**src/pkg/tape_load_pkg.sv**
```systemverilog
/*
  Shared constants and carrier types for the tape thread/load sequencer:
  delay counter decodes, reel speeds, register offsets and signal groups.
  Assumes a single 250 MHz logic clock and sensors already synchronous to it.
*/
package tape_load_pkg;

  // ****************************************
  // timing
  // ****************************************
  localparam int CLK_MHZ      = 250;
  localparam int TICK_MS      = 23;
  localparam int TICK_CYCLES  = TICK_MS * 1000 * CLK_MHZ;
  localparam int CNT_W        = 8;
  localparam int STAGE_W      = 4;
  localparam int MARK_PULSE   = 2;

  // delay counter decode points
  localparam logic [7:0] CNT_FP_SAMPLE = 8'h20;
  localparam logic [7:0] CNT_HS_DELAY  = 8'h30;
  localparam logic [7:0] CNT_TAPE_CHK  = 8'h40;
  localparam logic [7:0] CNT_LOAD_END  = 8'h74;
  localparam logic [7:0] CNT_THREAD_END = 8'h80;

  // reel speeds while threading, in r/min
  localparam logic [7:0] SUPPLY_THREAD_RPM = 8'h3c;
  localparam logic [7:0] TAKEUP_THREAD_RPM = 8'h8c;

  // ****************************************
  // register map
  // ****************************************
  localparam int          ADDR_W      = 4;
  localparam logic [3:0]  REG_STATUS  = 4'h0;
  localparam logic [3:0]  REG_CONTROL = 4'h4;
  localparam logic [3:0]  REG_COUNT   = 4'h8;
  localparam int          CTRL_LOAD_EN = 0;
  localparam logic [31:0] CTRL_RESET  = 32'h0000_0001;

  // ****************************************
  // types
  // ****************************************
  typedef enum logic [1:0] {OP_IDLE, OP_LOAD, OP_LOADED} op_t;

  typedef struct packed {
    logic hub_lock;
    logic window_close;
    logic load_delay;
    logic load;
    logic writable;
    logic thread;
    logic reels_loaded;
    logic load_cols;
    logic cols_loaded;
    logic search;
    logic rewind;
    logic hs_step;
    logic high_speed;
    logic at_load_point;
    logic thread_check;
    logic sot_seen;
    logic start_seen;
  } latches_t;

  typedef struct packed {
    logic load_pb;
    logic start_pb;
    logic reset_pb;
    logic write_ring;
    logic tape_present;
    logic taut;
    logic cols_at_zone;
    logic start_of_tape_marker;
    logic slowdown_zone_sensor;
  } sensors_t;

  typedef struct packed {
    logic       hub_lock;
    logic       window_close;
    logic       pneu_power;
    logic       thread_pressure;
    logic       cartridge_open;
    logic       supply_cw;
    logic       takeup_cw;
    logic [7:0] supply_rpm;
    logic [7:0] takeup_rpm;
    logic       column_vacuum;
    logic       column_control;
    logic       go;
    logic       backward;
    logic       high_speed;
    logic       tape_in_head;
    logic       internal_ready;
    logic       ready;
    logic       writable;
    logic       write_inhibit;
    logic       thread_check;
  } actuators_t;

  typedef struct packed {
    logic [ADDR_W-1:0] addr;
    logic [31:0]       wdata;
    logic              we;
    logic              re;
  } bus_req_t;

endpackage

```
**src/rtl/delay_counter.sv**
```systemverilog
/*
  Eight-bit delay counter: two four-bit stages advanced by a free-running
  tick derived from the logic clock. Assumes clear has priority over counting.
*/
`timescale 1ns/1ps
module delay_counter #(
  parameter int TICK_CYCLES = tape_load_pkg::TICK_CYCLES
) (
  input  wire logic                          clk_i,
  input  wire logic                          reset_n_i,
  input  wire logic                          ce_i,
  input  wire logic                          run_i,
  input  wire logic                          clear_i,
  output logic      [tape_load_pkg::CNT_W-1:0] taps_o
);
  import tape_load_pkg::*;

  if (TICK_CYCLES < 1) begin : g_bad
    $error("tick period must be at least one cycle");
  end

  typedef struct packed {
    logic [31:0]      pre;
    logic [CNT_W-1:0] cnt;
  } dc_st_t;

  dc_st_t q;
  dc_st_t d;
  logic   tick;
  logic [CNT_W/STAGE_W:0] carry;

  // the oscillator runs free, so a restart can land anywhere within a tick period
  assign tick     = (q.pre == 32'(TICK_CYCLES - 1));
  assign carry[0] = tick & run_i;

  // ****************************************
  // stages
  // ****************************************
  for (genvar s = 0; s < CNT_W / STAGE_W; s++) begin : g_stage
    assign carry[s+1] = carry[s] & (&q.cnt[s*STAGE_W +: STAGE_W]);
  end

  always_comb begin
    d     = q;
    d.pre = tick ? 32'h0 : q.pre + 32'h1;
    for (int s = 0; s < CNT_W / STAGE_W; s++) begin
      if (carry[s]) begin
        d.cnt[s*STAGE_W +: STAGE_W] = q.cnt[s*STAGE_W +: STAGE_W] + 4'h1;
      end
    end
    if (clear_i) begin
      d.cnt = '0;
    end
  end

  always_ff @(posedge clk_i) begin
    if (!reset_n_i) begin
      q <= '0;
    end else if (ce_i) begin
      q <= d;
    end
  end

  assign taps_o = q.cnt;

endmodule

```
**src/rtl/marker_edge.sv**
```systemverilog
/*
  Trailing-edge detector for the start-of-tape marker sensor. Gives a
  stretched marker pulse and a copy of it one cycle later.
  Assumes the sensor level is synchronous to the clock.
*/
`timescale 1ns/1ps
module marker_edge #(
  parameter int PULSE_LEN = tape_load_pkg::MARK_PULSE
) (
  input  wire logic clk_i,
  input  wire logic reset_n_i,
  input  wire logic ce_i,
  input  wire logic marker_i,
  output logic      pulse_o,
  output logic      delayed_o
);
  import tape_load_pkg::*;

  if (PULSE_LEN < 2 || PULSE_LEN > 15) begin : g_bad
    $error("pulse must last 2 to 15 cycles to overlap its delayed copy");
  end

  typedef struct packed {
    logic       prev;
    logic [3:0] left;
    logic       dly;
  } me_st_t;

  me_st_t q;
  me_st_t d;

  always_comb begin
    d      = q;
    d.prev = marker_i;
    d.dly  = (q.left != 4'h0);
    if (q.prev && !marker_i) begin
      d.left = 4'(PULSE_LEN);
    end else if (q.left != 4'h0) begin
      d.left = q.left - 4'h1;
    end
  end

  always_ff @(posedge clk_i) begin
    if (!reset_n_i) begin
      q <= '0;
    end else if (ce_i) begin
      q <= d;
    end
  end

  assign pulse_o   = (q.left != 4'h0);
  assign delayed_o = q.dly;

endmodule

```
**src/rtl/tape_thread_load_sequencer.sv**
```systemverilog
/*
  Thread/load sequencer of a reel-to-reel tape unit: latches, delay-count
  decodes, actuator commands and a small register port.
  Assumes pushbuttons and sensors arrive synchronous to clk_i and debounced.
*/
`timescale 1ns/1ps
module tape_thread_load_sequencer #(
  parameter int TICK_CYCLES = tape_load_pkg::TICK_CYCLES
) (
  input  wire logic                      clk_i,
  input  wire logic                      reset_n_i,
  input  wire logic                      ce_i,
  input  wire tape_load_pkg::sensors_t   sense_i,
  input  wire tape_load_pkg::bus_req_t   bus_i,
  output tape_load_pkg::actuators_t      act_o,
  output logic [31:0]                    rd_data_o
);
  import tape_load_pkg::*;

  // ****************************************
  // state
  // ****************************************
  typedef struct packed {
    op_t         op;
    latches_t    lat;
    logic        redet;
    logic [31:0] ctrl;
    logic [31:0] rdata;
    actuators_t  act;
  } seq_st_t;

  seq_st_t          q;
  seq_st_t          d;
  logic             clr_cnt;
  logic             run_cnt;
  logic [CNT_W-1:0] taps;
  logic             mark_pulse;
  logic             mark_dly;

  // the counter value is one AND of true and inverted taps
  function automatic logic at_count(input logic [CNT_W-1:0] t,
                                    input logic [CNT_W-1:0] v);
    at_count = &(~(t ^ v));
  endfunction

  function automatic logic [31:0] read_mux(input logic [ADDR_W-1:0] a,
                                           input seq_st_t s,
                                           input logic [CNT_W-1:0] t);
    case (a)
      REG_STATUS:  read_mux = {13'h0, s.op, s.lat};
      REG_CONTROL: read_mux = s.ctrl;
      REG_COUNT:   read_mux = {24'h0, t};
      default:     read_mux = 32'h0;
    endcase
  endfunction

  // ****************************************
  // timing and marker
  // ****************************************
  assign run_cnt = (q.op == OP_LOAD);

  delay_counter #(
    .TICK_CYCLES (TICK_CYCLES)
  ) u_dc (
    .clk_i     (clk_i),
    .reset_n_i (reset_n_i),
    .ce_i      (ce_i),
    .run_i     (run_cnt),
    .clear_i   (clr_cnt),
    .taps_o    (taps)
  );

  marker_edge #(
    .PULSE_LEN (MARK_PULSE)
  ) u_mark (
    .clk_i     (clk_i),
    .reset_n_i (reset_n_i),
    .ce_i      (ce_i),
    .marker_i  (sense_i.start_of_tape_marker),
    .pulse_o   (mark_pulse),
    .delayed_o (mark_dly)
  );

  // ****************************************
  // sequence
  // ****************************************
  always_comb begin
    d       = q;
    clr_cnt = 1'b0;

    if (bus_i.we && bus_i.addr == REG_CONTROL) begin
      d.ctrl = bus_i.wdata;
    end
    d.rdata = bus_i.re ? read_mux(bus_i.addr, q, taps) : 32'h0;

    if (sense_i.start_pb) begin
      d.lat.start_seen = 1'b1;
    end else if (sense_i.reset_pb) begin
      d.lat.start_seen = 1'b0;
    end

    case (q.op)
      OP_IDLE: begin
        // the load pushbutton only acts while no operation runs and load is enabled
        if (sense_i.load_pb && q.ctrl[CTRL_LOAD_EN]) begin
          d.lat              = '0;
          d.lat.start_seen   = q.lat.start_seen | sense_i.start_pb;
          d.lat.hub_lock     = 1'b1;
          d.lat.window_close = 1'b1;
          d.lat.load_delay   = 1'b1;
          d.lat.load         = 1'b1;
          d.redet            = 1'b0;
          d.op               = OP_LOAD;
          clr_cnt            = 1'b1;
        end
      end
      OP_LOAD: begin
        if (sense_i.reset_pb) begin
          // abort: drop every motion latch, keep hub and window as they are
          d.lat.load_delay   = 1'b0;
          d.lat.load         = 1'b0;
          d.lat.thread       = 1'b0;
          d.lat.reels_loaded = 1'b0;
          d.lat.load_cols    = 1'b0;
          d.lat.cols_loaded  = 1'b0;
          d.lat.search       = 1'b0;
          d.lat.rewind       = 1'b0;
          d.lat.hs_step      = 1'b0;
          d.lat.high_speed   = 1'b0;
          d.op               = OP_IDLE;
          clr_cnt            = 1'b1;
        end else begin
          if (q.lat.load_delay && at_count(taps, CNT_FP_SAMPLE)) begin
            d.lat.writable = sense_i.write_ring;
          end
          if (q.lat.load_delay && at_count(taps, CNT_LOAD_END)) begin
            d.lat.load_delay = 1'b0;
            d.lat.thread     = 1'b1;
            clr_cnt          = 1'b1;
          end

          if (q.lat.thread && !q.lat.reels_loaded) begin
            if (sense_i.taut) begin
              d.lat.reels_loaded = 1'b1;
              clr_cnt            = 1'b1;
            end else if ((at_count(taps, CNT_TAPE_CHK) && !sense_i.tape_present) ||
                         at_count(taps, CNT_THREAD_END)) begin
              // retry is not handled here: a failed thread halts the load
              d.lat.thread_check = 1'b1;
              d.lat.thread       = 1'b0;
              d.lat.load         = 1'b0;
              d.op               = OP_IDLE;
              clr_cnt            = 1'b1;
            end
          end

          if (q.lat.thread && q.lat.reels_loaded && at_count(taps, CNT_THREAD_END)) begin
            d.lat.thread       = 1'b0;
            d.lat.reels_loaded = 1'b0;
            d.lat.load_cols    = 1'b1;
            clr_cnt            = 1'b1;
          end

          // a short leader lets the marker pass before search begins
          if ((q.lat.thread || q.lat.load_cols) && mark_pulse) begin
            d.lat.sot_seen = 1'b1;
          end

          if (q.lat.load_cols && sense_i.cols_at_zone) begin
            d.lat.cols_loaded = 1'b1;
            d.lat.load_cols   = 1'b0;
            clr_cnt           = 1'b1;
            if (q.lat.sot_seen) begin
              d.lat.rewind  = 1'b1;
              d.lat.hs_step = 1'b1;
              d.redet       = 1'b0;
            end else begin
              d.lat.search  = 1'b1;
            end
          end

          if (q.lat.search && mark_pulse) begin
            d.lat.search  = 1'b0;
            d.lat.rewind  = 1'b1;
            d.lat.hs_step = 1'b1;
            d.redet       = 1'b0;
            clr_cnt       = 1'b1;
          end

          // the pulse that ended search is still live as rewind begins, so only
          // a marker seen since rewind started may end the load
          if (q.lat.rewind && sense_i.start_of_tape_marker) begin
            d.redet = 1'b1;
          end
          if (q.lat.rewind && q.lat.hs_step) begin
            if (at_count(taps, CNT_HS_DELAY) && !q.redet && !sense_i.start_of_tape_marker) begin
              d.lat.high_speed = 1'b1;
            end
          end

          if (q.lat.rewind && sense_i.slowdown_zone_sensor) begin
            d.lat.hs_step    = 1'b0;
            d.lat.high_speed = 1'b0;
          end

          if (q.lat.rewind && q.redet && !q.lat.high_speed && mark_pulse && mark_dly) begin
            d.lat.at_load_point = 1'b1;
            d.lat.rewind        = 1'b0;
            d.lat.hs_step       = 1'b0;
            d.lat.load          = 1'b0;
            d.op                = OP_LOADED;
            clr_cnt             = 1'b1;
          end
        end
      end
      OP_LOADED: begin
        d.op = OP_LOADED;
      end
      default: begin
        d.op = OP_IDLE;
      end
    endcase

    // ****************************************
    // actuator commands
    // ****************************************
    d.act.hub_lock        = d.lat.hub_lock;
    d.act.window_close    = d.lat.window_close;
    d.act.pneu_power      = (d.op != OP_IDLE);
    d.act.thread_pressure = d.lat.load_delay | d.lat.thread;
    d.act.cartridge_open  = (d.op == OP_LOAD);
    d.act.supply_cw       = d.lat.thread | d.lat.load_cols;
    d.act.takeup_cw       = d.lat.thread;
    d.act.supply_rpm      = (d.lat.thread | d.lat.load_cols) ? SUPPLY_THREAD_RPM : 8'h00;
    d.act.takeup_rpm      = (d.lat.thread | d.lat.load_cols) ? TAKEUP_THREAD_RPM : 8'h00;
    d.act.column_vacuum   = d.lat.load_cols | d.lat.cols_loaded;
    d.act.column_control  = d.lat.cols_loaded;
    d.act.go              = d.lat.search | d.lat.rewind;
    d.act.backward        = d.lat.rewind;
    d.act.high_speed      = d.lat.high_speed;
    d.act.tape_in_head    = sense_i.tape_present;
    d.act.internal_ready  = (d.op == OP_LOADED);
    d.act.ready           = (d.op == OP_LOADED) & d.lat.start_seen;
    d.act.writable        = d.lat.writable;
    d.act.write_inhibit   = ~d.lat.writable;
    d.act.thread_check    = d.lat.thread_check;
  end

  always_ff @(posedge clk_i) begin
    if (!reset_n_i) begin
      q      <= '0;
      q.op   <= OP_IDLE;
      q.ctrl <= CTRL_RESET;
    end else if (ce_i) begin
      q <= d;
    end
  end

  assign act_o     = q.act;
  assign rd_data_o = q.rdata;
endmodule

```
**config.mk**
```make
export PLATFORM = sky130hd
export DESIGN_NAME = tape_thread_load_sequencer
export DESIGN_NICKNAME = d
export VERILOG_FILES = /design/src/pkg/tape_load_pkg.sv /design/src/rtl/delay_counter.sv /design/src/rtl/marker_edge.sv /design/src/rtl/tape_thread_load_sequencer.sv
export SDC_FILE = /design/constraint.sdc
export NUM_CORES = 1
export LEC_CHECK = 0
export ABC_CLOCK_PERIOD_IN_PS = 3500
export BUFFER_PORTS_ARGS = -buffer_cell sky130_fd_sc_hd__buf_2
export CORE_MARGIN = 1
export CORE_UTILIZATION = 52
export CTS_CLUSTER_DIAMETER = 60
export DETAILED_ROUTE_END_ITERATION = 12
export PLACE_DENSITY = 0.84
export SETUP_SLACK_MARGIN = 0.05
export SYNTH_ARGS = -nofsm -noshare
export SYNTH_HDL_FRONTEND = slang
export SYNTH_SLANG_ARGS = --single-unit
```
**constraint.sdc**
```tcl
create_clock -name clk_i -period 3.5 [get_ports clk_i]
set_clock_uncertainty 0.2 [all_clocks]
set_input_delay 0.35 -clock clk_i [delete_from_list [all_inputs] [get_ports clk_i]]
set_output_delay 0.35 -clock clk_i [all_outputs]
set_load 0.005 [all_outputs]
```
# Word level (Yosys, flattened, before mapping)
# Cells that the tools add are included.
dict set report word_totals {
  register_bits 156
  inputBits 50
  output_inout_bits 66
  word_cells 212
}
dict set report op_classes {
  addsub 4
  eq_ne 25
  n_mux 70
  n_bitwise 19
  n_reduce_logical 55
}
# cell count
set op_table {}
lappend op_table {{32-bit case mux with 3 select lines} 1}
lappend op_table {{32-bit two-way mux} 2}
lappend op_table {{8-bit NOT} 5}
lappend op_table {{8-bit AND reduction} 5}
lappend op_table {{1-bit two-way mux} 39}
lappend op_table {{4-bit inequality test, second input constant} 9}
lappend op_table {{32-bit by 1-bit adder with 32-bit output, second input constant} 1}
lappend op_table {{32-bit by 23-bit equality test with 1-bit output, second input constant} 1}
lappend op_table {{14-bit case mux with 2 select lines} 1}
lappend op_table {{5-bit AND reduction} 5}
lappend op_table {{8-bit two-way mux} 3}
lappend op_table {{2-bit two-way mux} 11}
lappend op_table {{1-bit logical AND} 21}
lappend op_table {{20-bit two-way mux} 1}
lappend op_table {{4-bit two-way mux} 4}
lappend op_table {{2-bit inequality test, second input constant} 7}
lappend op_table {{6-bit inequality test, second input constant} 2}
lappend op_table {{6-bit AND reduction} 2}
lappend op_table {{2-bit nonzero test} 5}
lappend op_table {{3-bit two-way mux} 3}
lappend op_table {{4-bit by 1-bit adder with 4-bit output, second input constant} 2}
lappend op_table {{2-bit AND reduction} 4}
lappend op_table {{7-bit AND reduction} 1}
lappend op_table {{6-bit two-way mux} 1}
lappend op_table {{20 further kinds} 37}

# Longest topological paths before layout
# Gate-level depths: netlist of the first run.
dict set report logic_depth {
  word_depth 19
  ltp_mapped 8
}

# By module
# A second synthesis of the first run with hierarchy kept.
dict set report unflattened {
  hier_cells 820
  area_unflattened_um2 6982.9
}
# mod instances cells_per_inst area_each_um2 seq_area_each_um2
set modules_own_cells {}
lappend modules_own_cells {tape_thread_load_sequencer 1 561 4663.2 1861.8}
lappend modules_own_cells {delay_counter 1 225 2010.7 800.8}
lappend modules_own_cells {marker_edge 1 34 309.0 120.1}

# Worst setup path before layout of the first run
# No wires, ideal clock.
dict set report synth_timing {
  kind {flip-flop to flip-flop}
  start {reg u_mark.q[1] (netlist name)}
  end {reg u_dc.q, in the netlist u_dc.taps_o[1]}
  setup_ps 87
  arrival_ps 1888
  required_ps 3213
  setup_slack_ps 1325
  stages_incl_launch_ff 9
  path_buffers 0
  path_cell_list {dfxtp_1 inv_1 ha_1 or3b_2 o21ai_0 nand4_1 o21ai_0 nand2_1 o31ai_1}
}
dict set report synth_via {
  elab_chain_len 8
  word_cells_on_any_way 11
  classes_between {mux (5); reduce/logical (6)}
}
# item line_no
set synth_lines {}
lappend synth_lines {{start: declaration} marker_edge.sv:29} ;# me_st_t q;
lappend synth_lines {{start signal: assignment} marker_edge.sv:45} ;# q <= '0;
lappend synth_lines {{start signal: assignment} marker_edge.sv:47} ;# q <= d;
lappend synth_lines {{4-bit nonzero test *} marker_edge.sv:51} ;# assign pulse_o = (q.left != 4'h0);
lappend synth_lines {{1-bit logical AND (on tied branches)} {tape_thread_load_sequencer.sv:182, tape_thread_load_sequencer.sv:206}}
lappend synth_lines {{1-bit two-way mux / 1-bit logical AND (equally long branches)} {tape_thread_load_sequencer.sv:182, tape_thread_load_sequencer.sv:206}}
lappend synth_lines {{1-bit two-way mux *} tape_thread_load_sequencer.sv:206} ;# if (q.lat.rewind && q.redet && !q.lat.high_speed && mark_pulse && mark_dly) begin
lappend synth_lines {{1-bit two-way mux *} tape_thread_load_sequencer.sv:118} ;# if (sense_i.reset_pb) begin
lappend synth_lines {{1-bit case mux with 2 select lines *} tape_thread_load_sequencer.sv:102} ;# case (q.op)
lappend synth_lines {{2-bit nonzero test (no source line)} n/a}
lappend synth_lines {{2-bit AND reduction (no source line)} n/a}
lappend synth_lines {{end signal: assignment} delay_counter.sv:58} ;# q <= '0;
lappend synth_lines {{end signal: assignment} delay_counter.sv:60} ;# q <= d;
lappend synth_lines {{end: declaration} delay_counter.sv:27} ;# dc_st_t q;
# Mark *: on every way between the ends. The rest lies on a longest branch, timed or not.
# A chain may end at the register's enable or synchronous reset.

# Worst setup path in the final report of the first run
# Ends and elaborated chain as after synthesis.

==> results_dict.tcl, run 1 <==
set metrics [dict create \
    post-synth-top-count-cell "dfxtp_1" \
    synth.largest_area_cell "dfxtp_1" \
    cts_resized 0 \
    period_share 0.754 \
    path_class "reg -> reg" \
    synth_cell_types 56 \
    pwr-share-clk 0.475 \
    crit_fanout 6 \
    clk_pin_slew_ps 50 \
    rsz0062_at_grt "no" \
    nets 925 \
    synthTopCellsByCount "dfxtp_1, nor2_1, nand2_1" \
    vias 5835 \
    drt_pass1_iterations 6 \
    status "complete, no violations" \
    total_power_mw 3.89 \
    wl_per_cell_um 15.1 \
    hold_viol 0 \
    cp_data_arrival_time_ps 2780 \
    clock_latency_ps 430 \
    drc 0 \
    p_int_mw 2.98 \
    yosys_warnings 0 \
    num_antenna_cells 0 \
    portBuffers 106 \
    hpwlAfterDp_um 10400 \
    gp_congestion 0.956 \
    p_seq_frac 0.429 \
    detail-route-antenna-nets 0 \
    cp-start-kind "flop" \
    switching_share 0.235 \
    p_switching_mw 0.916 \
    htree_levels 4 \
    hold_class "in -> reg" \
    postSynthAreaPerCell_um2 8.03 \
    seqCellArea_um2 2780 \
    drt_iter0_drc 745 \
    grt_usage 0.255 \
    synth_ff_type "dfxtp_1" \
    multi_input_area_um2 2980 \
    drive_gt1_frac 0.174 \
    max_slew.worst_pin.slew_ps 868 \
    synth_edf_count 0 \
    first_global_vias 5360 \
    fin_setup_tns_ps 0 \
    io_pins 116 \
    setup-violations-final 0 \
    cts.sinks 139 \
    viasPerCell 5.57 \
    period_minus_slack_ps 2640 \
    coreArea_um2 12100 \
    crit_path_end_kind "flop" \
    syn_area_um2 6440 \
    ir_drop_uv 295 \
    async_flop_share 0 \
    crit_required_ps 3640 \
    cts_buffers 17 \
    seq_area_frac_synth 0.432 \
    dieWidth_um 113 \
    max_cap_violations 0 \
    fin_area_um2 7560 \
    chipHeight_um 113 \
    rows 40 \
    grt-ovfl-total 0 \
    grt_max_degree 87 \
    hold_ws_ps 14.6 \
    cts_buffer_depth 2 \
    p_leak_nw 2.91 \
    syn2layout_area_growth_pct 17.4 \
    synth_top_area_share 0.432 \
    postSynthCellCount 802 \
    p_per_area_nw_per_um2 515 \
    grt_pass1_wl_um 26000 \
    antenna_found_initial 0 \
    clockRootBuffer "clkbuf_16" \
    combPwrFrac 0.096 \
    synth-seq-cells 139 \
    tritoncts "built" \
    max_clock_freq_mhz 379 \
    wirelength_um 15900 \
    slew_viol_final 0 \
    ys_top_cells_by_area "dfxtp_1, buf_4, nor2_1" \
    start_util 0.534 \
    die-area_um2 12800 \
    placed_area_um2 6640 \
    dp.cells 985 \
    stdcell_count 1047 \
    n_fill_cell 975 \
    relSlewSlack 0.420 \
]
==> placed cells by master, fill, tap and decap left out, types with 5 or more instances in the layout <==
| cell type | instances |
|---|---|
| o21ai_0 | 23 |
| dlygate4sd3_1 | 32 |
| xnor2_1 | 21 |
| nor3b_1 | 6 |
| ha_1 | 7 |
| conb_1 | 9 |
| a222oi_1 | 8 |
| xor2_1 | 11 |
| nor2_1 | 132 |
| nand4_1 | 20 |
| a22oi_1 | 26 |
| a21oi_1 | 82 |
| dfxtp_1 | 139 |
| nand2_1 | 103 |
| buf_2 | 106 |
| clkbuf_16 | 17 |
| nand3_1 | 14 |
| nor3_1 | 10 |
| inv_1 | 11 |
| or3_1 | 5 |
| and3_1 | 7 |
| buf_4 | 9 |
==> cell type report <==
class,instances,share of cell area
Clock buffer,22,0.0601
Tap cell,168,0.0278
Inverter,13,0.00645
Sequential cell,139,0.368
Multi-Input combinational cell,549,0.395
Clock inverter,8,0.0190
Timing Repair Buffer,148,0.124
==> critical path, stage by stage, from the launching register on <==
cell and delay (ps):
dfxtp_1 340, inv_1 70, ha_1 190, or3b_2 530, o21ai_0 100, nand4_1 120, o21ai_0 510, nand2_1 240
o31ai_1 250
==> worst paths after layout <==
path / startpoint / end / slack (ps) / cells after the start
setup reg to reg: u_mark.q[1] / u_dc.taps_o[1] / 860 / 8
hold / removal: sense_i[4] / act_o[5] / 10 / 3
setup / recovery: u_mark.q[1] / u_dc.taps_o[1] / 860 / 8
hold reg to reg: q[90] / q[90] / 250 / 2
==> registers in the layout (all words and copies together) (netlist names) <==
register          flops
u_dc.taps_o           8
u_mark.delayed_o      1
q                    44
u_dc.q               32
u_mark.q              5
rd_data_o            32
act_o                17
==> power by group through the flow <==
stage	clock network [mW]	logic, mW	registers [mW]
finish	1.85	0.373	1.67
global route	1.94	0.421	1.68
CTS	1.86	0.365	1.67
detailed placement	0	0.330	1.70
global placement	0	0.326	1.70
floorplan	0	0.253	1.69
==> metrics by stage <==
step,util,setup WS [ps]
after floorplan,-,1320
after global placement,0.551,1060
final,0.627,860
after CTS,0.627,953
after detailed placement,0.551,991
after global routing,0.627,729
==> kinds of logic (layout without fill, tap and decap cells) <==
kind of cell | after synthesis | after routing | share of synthesized area
DFF | 139 | 139 | 0.432
adders and majority gates | 7 | 7 | 0.0136
buffers and inverters | 122 | 191 | 0.111
AOI/OAI and AO/OA | 166 | 166 | 0.157
other | 1 | 9 | 0.000582
muxes | 3 | 3 | 0.00466
and+or+nand+nor | 332 | 332 | 0.238
xor gates and xnor gates | 32 | 32 | 0.0435
==> metal layers <==
| layer | global-route usage | vias up | share of wire |
|---|---|---|---|
| met5 | 0 | - | 0 |
| met4 | 0.107 | 0 | 0.023 |
| met3 | 0.0611 | 38 | 0.065 |
| met2 | 0.411 | 242 | 0.47 |
| met1 | 0.327 | 2731 | 0.44 |
| li1 | - | 2824 | - |
==> what timing repair did <==
item                                   in CTS  in global routing
hold buffers                               32                  0
endpoints found under the hold margin      32                  0
setup buffers                               0                  0
No activity file was read; power rests on OpenSTA's default activity.
==> inputs of run 2 (changes only) <==
--- a/config.mk
+++ b/config.mk
@@ -5,7 +5,7 @@
 export SDC_FILE = /design/constraint.sdc
 export NUM_CORES = 1
 export LEC_CHECK = 0
-export ABC_CLOCK_PERIOD_IN_PS = 3500
+export ABC_CLOCK_PERIOD_IN_PS = 2500
 export BUFFER_PORTS_ARGS = -buffer_cell sky130_fd_sc_hd__buf_2
 export CORE_MARGIN = 1
 export CORE_UTILIZATION = 52
==> constraint.sdc (replaced) <==
create_clock -name clk_i -period 2.5 [get_ports clk_i]
set_clock_uncertainty 0.2 [all_clocks]
set_input_delay 0.25 -clock clk_i [delete_from_list [all_inputs] [get_ports clk_i]]
set_output_delay 0.25 -clock clk_i [all_outputs]
set_load 0.005 [all_outputs]
==> run 2 against run 1 <==
Compared with the run above: clock power rose by 22%; critical path depth fell by 3; worst setup slack got worse by 620 ps; sequential share of layout area fell by 0.34 points; highest routed layer unchanged.
==> results_dict.tcl, run 2 (synthesis results as in run 1) <==
set metrics [dict create \
    status "complete, no violations" \
    crit_path_end_kind "flop" \
    layout_common_cells "dfxtp_1, nor2_1, buf_2, nand2_1, a21oi_1" \
    portBuffers 106 \
    min_from "reset_n_i" \
    post_cts_buffers 0 \
    crit_fanout 10 \
    r2r_slack_ps 230 \
    tritoncts "built" \
    viasPerCell 5.56 \
    largest_reg_flops 44 \
    drc 0 \
    slew_viol_final 0 \
    wirelength_um 16100 \
    hold_viol 0 \
    fin_area_um2 7630 \
    htree_levels 4 \
    r2r-end "u_dc.q[34]" \
    layout_commonest_cell "dfxtp_1" \
    p_switching_mw 1.23 \
    r2r_start "u_dc.q[23]" \
    gp_congestion 0.936 \
    p_per_area_nw_per_um2 671 \
    rsz0062_at_grt "no" \
    min_delay_path_depth 2 \
    rows 40 \
    cts.sinks 139 \
    multi_input_area_um2 2980 \
    slowest_delay_ps 530 \
    grt-ovfl-total 0 \
    path_class "reg -> reg" \
    cts_buffer_depth 2 \
    path_buf_inv 0 \
    p_leak_nw 2.96 \
    worstRegToRegCells 5 \
    seqCellArea_um2 2780 \
    pre_cts_slack_ps 206 \
    setup-violations-final 0 \
    hold_class "in -> reg" \
    period_minus_slack_ps 2270 \
    dieWidth_um 113 \
    final_util 0.633 \
    wl_per_cell_um 15.2 \
    chipHeight_um 113 \
    grt_usage 0.259 \
    grt_max_degree 45 \
    hpwlAfterDp_um 10600 \
    start_util 0.534 \
    p_seq_frac 0.457 \
    cp_data_arrival_time_ps 2410 \
    period_share 0.906 \
    combPwrFrac 0.104 \
    grt_pass1_wl_um 26200 \
    max_slew.worst_pin.slew_ps 544 \
    placed_area_um2 6750 \
    min_to "q[66]" \
    io_pins 116 \
    crit_family "simple AND/OR/NAND/NOR gates" \
    fin_setup_tns_ps 0 \
    num_antenna_cells 0 \
    pwr-share-clk 0.439 \
    cts_buffers 17 \
    ir_drop_uv 420 \
    p_int_mw 3.89 \
    n_fill_cell 979 \
    clockRootBuffer "clkbuf_16" \
    drt_pass1_iterations 7 \
    switching_share 0.240 \
    coreArea_um2 12100 \
    crit_chain "and4_4, nand4_1, or3_1, or4_1, a21oi_1" \
    regMostFlops "q" \
    max_clock_freq_mhz 441 \
    first_global_vias 5482 \
    drt_iter0_drc 553 \
    max_cap_violations 0 \
    syn2layout_area_growth_pct 18.5 \
    detail-route-antenna-nets 0 \
    slowest_stage "or3_1" \
    clk_pin_slew_ps 50 \
    vias 5894 \
    drive_gt1_frac 0.186 \
    nets 943 \
    cp-start-kind "flop" \
    relSlewSlack 0.637 \
    crit_required_ps 2650 \
    clock_latency_ps 420 \
    antenna_found_initial 0 \
    worst_slack_ps 235 \
    die-area_um2 12800 \
]
## run 2: routing by layer
layer / vias to the layer above / global-route usage / share of wire
li1: 2867 / - / -
met1: 2741 / 0.314 / 0.43
met2: 243 / 0.425 / 0.47
met3: 43 / 0.0691 / 0.066
met4: 0 / 0.130 / 0.030
met5: - / 0 / 0
## run 2: cell type report
cell class | count | share of cell area
multi-input combinational | 549 | 0.391
sequential | 139 | 0.365
timing repair buffer | 166 | 0.142
clock buffer | 24 | 0.0670
tap | 168 | 0.0275
inverter | 13 | 0.00639
clock inverter | 2 | 0.00164
## run 2: power by group through the flow
stage | logic [mW] | registers, mW | clock network (mW)
after floorplan | 0.355 | 2.36 | 0
after global placement | 0.467 | 2.38 | 0
after detailed placement | 0.477 | 2.38 | 0
after CTS | 0.526 | 2.34 | 2.28
after global routing | 0.591 | 2.34 | 2.39
final | 0.532 | 2.34 | 2.25
## run 2: how the worst max path moves through the flow
stage                     depth (start not counted)  slack [ps]              to         from
after global routing                              8          90  u_dc.taps_o[1]  u_mark.q[1]
after detailed placement                          8         210  u_dc.taps_o[1]  u_mark.q[1]
after CTS                                         8         180  u_dc.taps_o[0]  u_mark.q[1]
after global placement                            8         290  u_dc.taps_o[4]  u_mark.q[1]
final                                             5         230      u_dc.q[34]   u_dc.q[23]
after floorplan                                   8         320  u_dc.taps_o[1]  u_mark.q[1]
## run 2: repair_timing
action,4_1_cts,5_1_grt
hold buffers,36,0
resized for setup,0,2
setup endpoints to repair,0,4
endpoints found under the hold margin,37,0
## run 2: per-stage QoR
step                hold WS, ps  std cells  power (mW)
finish                     32.9       1061        5.12
global route               15.0       1061        5.32
CTS                        4.70       1061        5.14
detailed placement          249        999        2.86
global placement            242        999        2.85
floorplan                   174        810        2.72
